**src/hw/bmd_pkg.sv**
```systemverilog
// What this block does
// - Direct bank number comes from status bit 6 (high) and bit 5 (low); indirect uses status bit 7 and pointer bit 7.
// - Four banks: select 00 is bank 0, through 11 for bank 3.
// - Bank is 128 bytes, offsets 00h-7Fh, full address is bank then offset.
// - Lowest offsets of every bank decode to control registers; bank 0 uses 00h-1Fh.
// - Offsets above control registers are general RAM; bank 0 holds 96 bytes from 20h.
// - Every bank has a control register region at its low offsets.
// - Status and pointer registers answer at the same offset in all banks.
// - Any location is reachable directly or through the pointer register.
package bmd_pkg;
  localparam int FILE_AW = 9;
  localparam int OFS_W = 7;
  localparam int DATA_W = 8;
  localparam int RAM_DEPTH = 512;
  localparam int BANK_HI_BIT = 6;
  localparam int BANK_LO_BIT = 5;
  localparam int IND_BANK_BIT = 7;
  localparam int APB_IDX_LSB = 2;
  localparam int APB_IDX_MSB = 8;
  localparam logic [6:0] IDX_INDIRECT = 7'h00;
  localparam logic [6:0] IDX_STATUS = 7'h03;
  localparam logic [6:0] IDX_POINTER = 7'h04;
  localparam logic [6:0] SFR_TOP_LOW = 7'h1F;
  localparam logic [6:0] SFR_TOP_HIGH = 7'h0F;
  localparam logic [6:0] COMMON_BASE = 7'h70;
  localparam logic [7:0] STATUS_RST = 8'h00;
  localparam logic [7:0] POINTER_RST = 8'h00;

  typedef enum logic [3:0] {
    BMD_TGT_GPR = 4'h1,
    BMD_TGT_STATUS = 4'h2,
    BMD_TGT_POINTER = 4'h4,
    BMD_TGT_NONE = 4'h8
  } bmd_target_t;

  function automatic logic [1:0] bmd_bank(input logic [7:0] status);
    return {status[BANK_HI_BIT], status[BANK_LO_BIT]};
  endfunction : bmd_bank

  // Banks 2 and 3 give their upper control half to RAM
  function automatic bmd_target_t bmd_classify(input logic [8:0] addr);
    logic [6:0] top;
    top = (addr[8] == 1'b0) ? SFR_TOP_LOW : SFR_TOP_HIGH;
    if (addr[6:0] == IDX_STATUS) begin
      return BMD_TGT_STATUS;
    end else if (addr[6:0] == IDX_POINTER) begin
      return BMD_TGT_POINTER;
    end else if (addr[6:0] <= top) begin
      return BMD_TGT_NONE;
    end else begin
      return BMD_TGT_GPR;
    end
  endfunction : bmd_classify

  function automatic logic [8:0] bmd_ram_index(input logic [8:0] addr);
    if (addr[6:0] >= COMMON_BASE) begin
      return {2'b00, addr[6:0]};
    end else begin
      return addr;
    end
  endfunction : bmd_ram_index
endpackage : bmd_pkg

```
**src/hw/bmd_if.sv**
```systemverilog
`timescale 1ns/1ns
interface bmd_file_if;
  logic [7:0] status;
  logic [7:0] pointer;
  logic [6:0] offset;
  logic indirect;
  logic [8:0] file_addr;
  logic [8:0] ram_index;
  bmd_pkg::bmd_target_t target;
  modport decode (input status, input pointer, input offset,
                  output indirect, output file_addr, output ram_index, output target);
  modport user (output status, output pointer, output offset,
                input indirect, input file_addr, input ram_index, input target);
endinterface : bmd_file_if

interface bmd_ram_if;
  logic we;
  logic [8:0] index;
  logic [7:0] wdata;
  logic [7:0] rdata;
  modport owner (output we, output index, output wdata, input rdata);
  modport store (input we, input index, input wdata, output rdata);
endinterface : bmd_ram_if

```
**src/hw/bmd_decode.sv**
```systemverilog
`timescale 1ns/1ns
module bmd_decode (
  bmd_file_if.decode dec
);
  always_comb begin
    dec.indirect = 1'b0;
    dec.file_addr = {bmd_pkg::bmd_bank(dec.status), dec.offset};
    if (dec.offset == bmd_pkg::IDX_INDIRECT) begin
      // One level only: a pointer aimed at 00h lands on nothing
      dec.indirect = 1'b1;
      dec.file_addr = {dec.status[bmd_pkg::IND_BANK_BIT], dec.pointer};
    end
    dec.target = bmd_pkg::bmd_classify(dec.file_addr);
    dec.ram_index = bmd_pkg::bmd_ram_index(dec.file_addr);
  end
endmodule : bmd_decode

```
**src/hw/bmd_gpr_ram.sv**
```systemverilog
`timescale 1ns/1ns
module bmd_gpr_ram #(
  parameter int DEPTH = bmd_pkg::RAM_DEPTH
) (
  input wire logic clock,
  bmd_ram_if.store ram
);
  logic [7:0] mem [DEPTH];

  // Holes left by control registers and the aliased common areas are never written, leaving 144 of the 512 bytes unused
  always_ff @(posedge clock) begin
    if (ram.we) begin
      mem[ram.index] <= ram.wdata;
    end
  end

  assign ram.rdata = mem[ram.index];
endmodule : bmd_gpr_ram

```
**src/hw/bmd_top.sv**
```systemverilog
`timescale 1ns/1ns
module bmd_top (
  input wire logic clock,
  input wire logic srst,
  input wire logic psel,
  input wire logic penable,
  input wire logic pwrite,
  input wire logic [31:0] paddr,
  input wire logic [31:0] pwdata,
  input wire logic [3:0] pstrb,
  output logic [31:0] prdata,
  output logic pready,
  output logic pslverr,
  output logic bank_sel_high,
  output logic bank_sel_low
);
  logic [7:0] status_reg;
  logic [7:0] pointer_reg;
  logic [31:0] prdata_reg;
  logic addr_ok;
  logic setup_ph;
  logic access_ph;
  logic wr_fire;

  bmd_file_if dec_if ();
  bmd_ram_if ram_if ();

  bmd_decode u_decode (
    .dec(dec_if.decode)
  );

  bmd_gpr_ram #(
    .DEPTH(bmd_pkg::RAM_DEPTH)
  ) u_ram (
    .clock(clock),
    .ram(ram_if.store)
  );

  ////////////////////////////////////////////////////////////////////////////
  // APB decode
  assign addr_ok = (paddr[31:9] == 23'h000000) && (paddr[1:0] == 2'h0);
  assign setup_ph = psel && !penable;
  assign access_ph = psel && penable;
  // Only byte lane 0 carries data; other lanes are ignored
  assign wr_fire = access_ph && pwrite && addr_ok && pstrb[0];

  assign dec_if.status = status_reg;
  assign dec_if.pointer = pointer_reg;
  assign dec_if.offset = paddr[bmd_pkg::APB_IDX_MSB:bmd_pkg::APB_IDX_LSB];

  assign ram_if.we = wr_fire && (dec_if.target == bmd_pkg::BMD_TGT_GPR);
  assign ram_if.index = dec_if.ram_index;
  assign ram_if.wdata = pwdata[7:0];

  assign pready = 1'b1;
  assign pslverr = access_ph && !addr_ok;
  assign prdata = prdata_reg;
  assign bank_sel_high = status_reg[bmd_pkg::BANK_HI_BIT];
  assign bank_sel_low = status_reg[bmd_pkg::BANK_LO_BIT];

  ////////////////////////////////////////////////////////////////////////////
  // Mirrored control registers, same flops seen from every bank
  always_ff @(posedge clock) begin
    if (srst) begin
      status_reg <= bmd_pkg::STATUS_RST;
    end else if (wr_fire && dec_if.target == bmd_pkg::BMD_TGT_STATUS) begin
      status_reg <= pwdata[7:0];
    end
  end

  always_ff @(posedge clock) begin
    if (srst) begin
      pointer_reg <= bmd_pkg::POINTER_RST;
    end else if (wr_fire && dec_if.target == bmd_pkg::BMD_TGT_POINTER) begin
      pointer_reg <= pwdata[7:0];
    end
  end

  ////////////////////////////////////////////////////////////////////////////
  // Read data captured in setup; status and pointer cannot move before access
  always_ff @(posedge clock) begin
    if (srst) begin
      prdata_reg <= 32'h00000000;
    end else if (setup_ph) begin
      prdata_reg <= 32'h00000000;
      if (addr_ok && !pwrite) begin
        case (dec_if.target)
          bmd_pkg::BMD_TGT_GPR: prdata_reg <= {24'h000000, ram_if.rdata};
          bmd_pkg::BMD_TGT_STATUS: prdata_reg <= {24'h000000, status_reg};
          bmd_pkg::BMD_TGT_POINTER: prdata_reg <= {24'h000000, pointer_reg};
          default: prdata_reg <= 32'h00000000;
        endcase
      end
    end
  end

  ////////////////////////////////////////////////////////////////////////////
  // Checks
  AST_BANK_FROM_STATUS: assert property (@(posedge clock) disable iff (srst)
    !dec_if.indirect |-> dec_if.file_addr[8:7] == {status_reg[6], status_reg[5]})
    else $error("direct bank differs from status bits");

  AST_BANK3_MAP: assert property (@(posedge clock) disable iff (srst)
    (status_reg[6:5] == 2'b11 && dec_if.offset == 7'h20) |-> dec_if.file_addr == 9'h1A0)
    else $error("bank 3 offset 20h not at 1A0h");

  AST_OFFSET_KEPT: assert property (@(posedge clock) disable iff (srst)
    !dec_if.indirect |-> dec_if.file_addr[6:0] == dec_if.offset)
    else $error("in-bank offset altered");

  AST_BANK0_SFR: assert property (@(posedge clock) disable iff (srst)
    // Offset 00h is left out: through the pointer it may legally land in RAM
    (status_reg[6:5] == 2'b00 && dec_if.offset != 7'h00 && dec_if.offset <= 7'h1F)
    |-> dec_if.target != bmd_pkg::BMD_TGT_GPR)
    else $error("bank 0 low offset reached RAM");

  AST_BANK0_GPR: assert property (@(posedge clock) disable iff (srst)
    (status_reg[6:5] == 2'b00 && dec_if.offset >= 7'h20)
    |-> dec_if.target == bmd_pkg::BMD_TGT_GPR && dec_if.ram_index == {2'b00, dec_if.offset})
    else $error("bank 0 RAM offset misdecoded");

  AST_STATUS_EVERY_BANK: assert property (@(posedge clock) disable iff (srst)
    dec_if.offset == 7'h03 |-> dec_if.target == bmd_pkg::BMD_TGT_STATUS)
    else $error("status not decoded in this bank");

  AST_STATUS_MIRROR_WRITE: assert property (@(posedge clock) disable iff (srst)
    (wr_fire && dec_if.offset == 7'h03 && status_reg[6:5] == 2'b10)
    |=> status_reg == $past(pwdata[7:0]))
    else $error("mirrored status write lost");

  AST_POINTER_READ: assert property (@(posedge clock) disable iff (srst)
    (setup_ph && !pwrite && addr_ok && dec_if.offset == 7'h04) ##1 access_ph
    |-> prdata == {24'h000000, pointer_reg})
    else $error("pointer read wrong");

  AST_INDIRECT_REDIRECT: assert property (@(posedge clock) disable iff (srst)
    dec_if.offset == 7'h00 |-> dec_if.indirect && dec_if.file_addr[7:0] == pointer_reg)
    else $error("offset 00h not redirected");

  AST_COMMON_AREA: assert property (@(posedge clock) disable iff (srst)
    (status_reg[6:5] != 2'b00 && dec_if.offset >= 7'h70)
    |-> dec_if.ram_index == {2'b00, dec_if.offset})
    else $error("common area not aliased to bank 0");

  AST_HIGH_BANK_RAM: assert property (@(posedge clock) disable iff (srst)
    (status_reg[6] && dec_if.offset >= 7'h10 && dec_if.offset <= 7'h1F)
    |-> dec_if.target == bmd_pkg::BMD_TGT_GPR)
    else $error("upper bank offset 10h-1Fh not in RAM");

  AST_HIGH_BANK_SFR: assert property (@(posedge clock) disable iff (srst)
    (status_reg[6] && dec_if.offset >= 7'h05 && dec_if.offset <= 7'h0F)
    |-> dec_if.target == bmd_pkg::BMD_TGT_NONE)
    else $error("upper bank control offset reached RAM");

  AST_INDIRECT_UPPER: assert property (@(posedge clock) disable iff (srst)
    dec_if.indirect |-> dec_if.file_addr[8] == status_reg[bmd_pkg::IND_BANK_BIT])
    else $error("indirect upper bank bit wrong");

  AST_STATUS_HOLD: assert property (@(posedge clock) disable iff (srst)
    (!srst && !(wr_fire && dec_if.target == bmd_pkg::BMD_TGT_STATUS))
    |=> $stable(status_reg))
    else $error("status moved without a write");

  AST_POINTER_HOLD: assert property (@(posedge clock) disable iff (srst)
    (!srst && !(wr_fire && dec_if.target == bmd_pkg::BMD_TGT_POINTER))
    |=> $stable(pointer_reg))
    else $error("pointer moved without a write");

  AST_STATUS_READ: assert property (@(posedge clock) disable iff (srst)
    (setup_ph && !pwrite && addr_ok && dec_if.offset == 7'h03) ##1 access_ph
    |-> prdata == {24'h000000, status_reg})
    else $error("status read wrong");
endmodule : bmd_top

```
**config.mk**
```make
export PLATFORM = sky130hd
export DESIGN_NAME = bmd_top
export DESIGN_NICKNAME = d
export VERILOG_FILES = /design/src/hw/bmd_pkg.sv /design/src/hw/bmd_if.sv /design/src/hw/bmd_decode.sv /design/src/hw/bmd_gpr_ram.sv /design/src/hw/bmd_top.sv
export SDC_FILE = /design/constraint.sdc
export NUM_CORES = 2
export LEC_CHECK = 0
export BUFFER_PORTS_ARGS = -buffer_cell sky130_fd_sc_hd__buf_2
export CAP_MARGIN = 20
export CORE_UTILIZATION = 25
export CTS_CLUSTER_DIAMETER = 200
export DETAILED_ROUTE_END_ITERATION = 8
export GPL_ROUTABILITY_DRIVEN = 0
export PLACE_DENSITY = 0.48
export SLEW_MARGIN = 20
export SYNTH_ARGS = -nofsm -noshare
export SYNTH_HDL_FRONTEND = slang
export SYNTH_HIERARCHICAL = 1
export SYNTH_SLANG_ARGS = --single-unit
```
**constraint.sdc**
```tcl
create_clock -name clock -period 4.6 [get_ports clock]
set_input_delay 0.23 -clock clock [delete_from_list [all_inputs] [get_ports clock]]
set_output_delay 0.23 -clock clock [all_outputs]
set_load 0.005 [all_outputs]
```
Word-level counts from Yosys, hierarchy flattened
Memories as Yosys holds them, arrays and structs flattened.
Cells that the tools add are included.

word-level totals
  flip-flop bits (word level) = 48
  memory bits (writable) = 4096
  input bits = 73
  memories = 1

operators by class
  magnitude comparators = 2
  equal/unequal tests = 5
  muxes and demuxes = 10
  reduce and logical (&&, ||, !) cells = 17

memory list
  memory     depth  width  read ports  clocked after memory_dff  wr ports  line              RTL
  u_ram.mem  512    8      1           0                         1         bmd_gpr_ram.sv:8  logic [7:0] mem [DEPTH];

operators with widths
  operator                                              count
  one-hot mux 8 bit (3 select lines)                    1
  logical NOT 23 bit                                    1
  2-to-1 mux 9 bit                                      2
  2-to-1 mux 4 bit                                      3
  logical AND 1 bit                                     11
  2-to-1 mux 8 bit                                      1
  equality test 7 x 2 -> 1 bit (second input constant)  1
  equality test 7 x 3 -> 1 bit (second input constant)  1
  >= comparator 7 bit (second input constant)           1
  <= comparator 7 bit                                   1
  logical NOT 7 bit                                     1
  2-to-1 mux 5 bit                                      1
  equality test 4 x 1 -> 1 bit (second input constant)  1
  equality test 4 x 2 -> 1 bit (second input constant)  1
  equality test 4 x 3 -> 1 bit (second input constant)  1
  logical NOT 1 bit                                     3
  logical NOT 2 bit                                     1
  2-to-1 mux 1 bit                                      2

Depth between registers and ports, before layout
  depth after elaboration = 11
  depth in mapped cells = 20
  depth with buffers taken out = 13

Hierarchy
The synthesis kept the hierarchy.

modules (own cells, without submodules)
  module       instances  cells each  area an instance (sq um)  seq. area each (sq um)
  bmd_gpr_ram  1          7567        158199.2                  122998.0
  bmd_top      1          161         1416.4                    480.5
  bmd_decode   1          45          310.3                     0.0

Worst setup path before layout
OpenSTA, ideal clock, no wires.

  path type = register to register
  start = reg pointer_reg[4], in the netlist dec_if.pointer[4]
  end = mem u_ram.mem[131][0], enable pin
  library setup time = 0.371 ns
  arrival time = 3.787 ns
  data required time = 4.229 ns
  slack = 0.442 ns
  stages on the path, launching flop included = 12
  path buffers = 2
  period minus slack after synthesis = 4.158 ns
  cell sequence = dfxtp_1 -> nor4_2 -> a21oi_1 -> nor4_1 -> nor3_1 -> nor4b_2 -> and3_1 -> clkbuf_1 -> nor3b_1 -> nand3_1 -> clkbuf_1 -> nor2_1

RTL lines
  element                                   line               RTL
  start, declared                           bmd_top.sv:18      logic [7:0] pointer_reg;
  start signal, assigned                    bmd_top.sv:73      pointer_reg <= bmd_pkg::POINTER_RST;
  start signal, assigned                    bmd_top.sv:75      pointer_reg <= pwdata[7:0];
  2-to-1 mux 9 bit *                        bmd_decode.sv:8    if (dec.offset == bmd_pkg::IDX_INDIRECT) begin
  equality test 7 x 3 -> 1 bit              bmd_pkg.sv:46      end else if (addr[6:0] == IDX_POINTER) begin
  2-to-1 mux 4 bit                          bmd_pkg.sv:46
  2-to-1 mux 4 bit *                        bmd_pkg.sv:44      if (addr[6:0] == IDX_STATUS) begin
  named net dec_if.target[1]                bmd_if.sv:9        bmd_pkg::bmd_target_t target;
  equality test 4 x 1 -> 1 bit *            bmd_top.sv:51      assign ram_if.we = wr_fire && (dec_if.target == bmd_pkg::BMD_TGT_GPR);
  logical AND 1 bit *                       bmd_top.sv:51
  named net ram_if.we                       bmd_if.sv:17       logic we;
  2-to-1 mux 1 bit *                        bmd_gpr_ram.sv:12  if (ram.we) begin
  2-to-1 mux 1 bit (not written as such) *  bmd_gpr_ram.sv:13  mem[ram.index] <= ram.wdata;
  end, declared                             bmd_gpr_ram.sv:8

The timed path passes the listed nets; every way through them passes the cells marked *.

Worst setup path after layout
  start = in paddr[7]
  end = reg prdata_reg[5], in the netlist prdata[5]

RTL lines
  element                               line             RTL
  start, declared                       bmd_top.sv:8     input wire logic [31:0] paddr,
  logical NOT 7 bit *                   bmd_decode.sv:8
  2-to-1 mux 9 bit *                    bmd_decode.sv:8
  named net dec_if.file_addr[0]         bmd_if.sv:7      logic [8:0] file_addr;
  >= comparator 7 bit                   bmd_pkg.sv:56    if (addr[6:0] >= COMMON_BASE) begin
  2-to-1 mux 9 bit *                    bmd_pkg.sv:56
  memory read (512 x 8 bit) *           -
  named net ram_if.rdata[5]             bmd_if.sv:20     logic [7:0] rdata;
  one-hot mux 8 bit (3 select lines) *  bmd_top.sv:87    case (dec_if.target)
  2-to-1 mux 8 bit *                    bmd_top.sv:86    if (addr_ok && !pwrite) begin
  end signal, assigned                  bmd_top.sv:88    bmd_pkg::BMD_TGT_GPR: prdata_reg <= {24'h000000, ram_if.rdata};
  end signal, assigned                  bmd_top.sv:89    bmd_pkg::BMD_TGT_STATUS: prdata_reg <= {24'h000000, status_reg};
  end signal, assigned                  bmd_top.sv:90    bmd_pkg::BMD_TGT_POINTER: prdata_reg <= {24'h000000, pointer_reg};
  end, declared                         bmd_top.sv:19    logic [31:0] prdata_reg;

Marks and branches as above.
A chain may end at the register's enable or synchronous reset.

==> qor.txt <==
Status = finished clean
RR Startpoint = dec_if.pointer[0]
Overall routing resource usage = 0.151
Reg2reg path depth = 14
Worst Hold Depth = 6
Worst Hold Class = in2reg
Async S/R FF share, synth = 0
Cell Chain, Critical Path = buf_2 > nor2_1 > nand2_1 > buf_4 > nor2_1 > a31o_4 > buf_12 > buf_12 > buf_12 > buf_12 > mux4_2 > and3_1 > a31oi_1 > buf_4 > o2111ai_1 > nor3_1 > nand4_1 > a222oi_1 > o21ai_1
First-pass GRT wire length = 700000 um
Crit-path leading delay family = simple AND/OR/NAND/NOR gates
IO Port Bufs = 56
Initial antenna violation count = 31
Clock Sink Count = 4120
Routed vias = 86400
Cell taking the most area after synthesis = edfxtp_1
Mean Syn Cell Area = 20.6 um^2
Slew Limit Fails = 0
Seq cells post-synth = 4120
Vias per inst = 4.78
Worst Setup End Kind = flop
Tot Pwr = 80.7 mW
Buf/Inv on CP = 7
Clock Latency Late Sink = 1030 ps
Max Root-Sink Buffers = 4
Root Buffer = clkbuf_16
Worst path most repeated cell = buf_12
Htree depth = 5
Crit-path max cell delay = 620 ps
Core Area = 637000 um^2
Fillers = 61100
Die height = 802 um
Fin crit share = 0.992
Site row count = 293
WS Path Type = in2reg
I/O pin count = 109
Highest-count cells in the layout ignoring fill and taps = 4096 x edfxtp_1, 1304 x buf_4, 816 x mux4_2
Placed Instances = 17200
Worst EP required = 5480 ps
Worst Hold Launch = paddr[18]
Period minus WS final = 4560 ps
Design area = 197000 um^2
Peak Freq = 219 MHz
Max reg flops = 4096
Grt ovf = 0
Seq/Total Area, Yosys = 0.772
Synth area leaders = edfxtp_1 77%, mux4_2 11%, mux2i_1 2.7%
CTS tree = yes
CTS clk-pin slew, worst paths = 60 ps
Share of layout cells above drive strength 1 = 0.326
Leakage = 63.5 nW
Unique masters post-synth = 82
Post-synth top area share = 0.769
Post-route ant nets = 0
Final clock skew = 56.1 ps
Slew Limit Headroom = 0.227
Yosys warns = 6
Cell Area, Placed = 182000 um^2
Setup TNS = 0 ps
CP max stage cell = mux4_2
Synth Instances = 7773
Terminus of the critical flop-to-flop path = prdata[5]
Power density cells = 409 nW/um^2
Non-filler cells, final = 18100
Detailed Place HPWL = 339000 um
WL per Instance = 27.9 um
Area Overhead vs Synth = 23.3%
Max Cap Viol = 0
Worst-path maximum fanout = 18
Dominant synthesized flop cell = edfxtp_1
Die W = 802 um
RSZ-0062 raised after global routing = true
Most common cell after layout, fill and taps aside = edfxtp_1
Residual DRC count = 0
CP arrival = 5450 ps
Die area = 643000 um^2
Routed wire length = 504000 um
Least-Margin Pin Slew = 1160 ps
Synthesized cell area = 160000 um^2
Final Hold Viols = 0
R2r setup slk = 40 ps
CP Launch Type = input port
Starting Density = 0.251
Biggest register = u_ram/mem
Largest net degree at the start of global routing = 168
DRT iter0 DRCs = 10400
Worst vdd rail ir drop = 0.376 mV
Final setup viols = 0
CTS buffer count = 427
Worst Hold End = dec_if.pointer[3]
DR pass1 iterations = 6
Fin nets = 9357
EDFF count, synth = 4096
Vias in the first global route = 87400
## synth_stat cells (24+ instances only)
cell type     n
buf_6        26
buf_4        88
a22o_1       47
mux4_2      816
nor2_1      552
a21oi_1      95
a221oi_1     91
nor4_1       43
o21ai_0      46
edfxtp_1   4096
o22ai_1     118
nor2b_1      26
buf_2       183
dfxtp_1      24
a22oi_1     180
nand2_1     140
and3_1       29
a211oi_1     36
a32oi_1      26
nand3_1      51
clkbuf_1    204
nand4_1      66
mux2i_1     434
a31oi_1      78
## stage by stage
step,utilization,setup WS (ps),hold WS [ps]
2_1_floorplan,-,442,329
3_3_place_gp,0.286,-1850,458
3_5_place_dp,0.286,-1720,477
4_1_cts,0.309,0.623,2.73
5_1_grt,0.310,-14.1,83.2
6_report,0.310,35.4,101
## kinds of logic (layout without fill, tap and decap cells)
logic type | count (synthesis) | count (layout) | share of synthesized area
AND/OR/NAND/NOR | 1024 | 1024 | 0.0299
other | 2 | 31 | 0.0000470
AO/OA/AOI/OAI | 820 | 820 | 0.0366
buffers and inverters | 537 | 2387 | 0.0178
flip-flops | 4120 | 4120 | 0.772
multiplexers | 1270 | 1270 | 0.144
## worst register-to-register path: stages (launching register included)
cell and delay (ps):
dfxtp_2 420, a31o_4 190, buf_12 180, buf_12 310
buf_12 240, buf_12 190, mux4_2 620, and3_1 250
a31oi_1 450, buf_4 220, o2111ai_1 120, nor3_1 390
nand4_1 310, a222oi_1 420, o21ai_1 110
## report_power, final
part           internal [mW]   switching, mW
clock                   20.7            14.8
sequential              41.3  0.000000000388
combinational           1.55            2.47
## layer usage
metal / part of all wire / global-route usage
met5: 0.000099 / 0
met4: 0.032 / 0.0440
met3: 0.072 / 0.0249
met2: 0.46 / 0.242
met1: 0.43 / 0.213
## area by class of cell
cell class	count	area (um^2)	share of cell area
Timing Repair Buffer	1588	14500	0.0736
Clock buffer	505	11100	0.0563
Inverter	8	35.0	0.000178
Multi-Input combinational cell	3139	34300	0.174
Sequential cell	4120	123000	0.626
Tap cell	8407	10500	0.0533
Clock inverter	286	3190	0.0162
Antenna cell	6	15.0	0.0000761
## what timing repair did
action / in CTS / in global routing
gates resized for setup: 29 / 34
hold endpoints to repair: 618 / 0
cloned: 0 / 1
buffers inserted: 3 / 8
hold buffers: 20 / 0
pin swaps: 4 / 5
setup endpoints to repair: 8 / 18
## worst max-delay path by stage
stage | slack [ps] | startpoint | cells past startpoint | endpoint
2_1_floorplan | 440 | dec_if.pointer[4] | 11 | u_ram/mem[131][0]
3_3_place_gp | -1850 | paddr[7] | 18 | prdata[4]
3_5_place_dp | -1720 | paddr[7] | 18 | prdata[4]
4_1_cts | 0.6 | dec_if.pointer[5] | 18 | prdata[7]
5_1_grt | -10 | dec_if.pointer[4] | 12 | u_ram/mem[273][3]
6_report | 40 | paddr[7] | 19 | prdata[5]
Power figures use the tool's default switching activity.
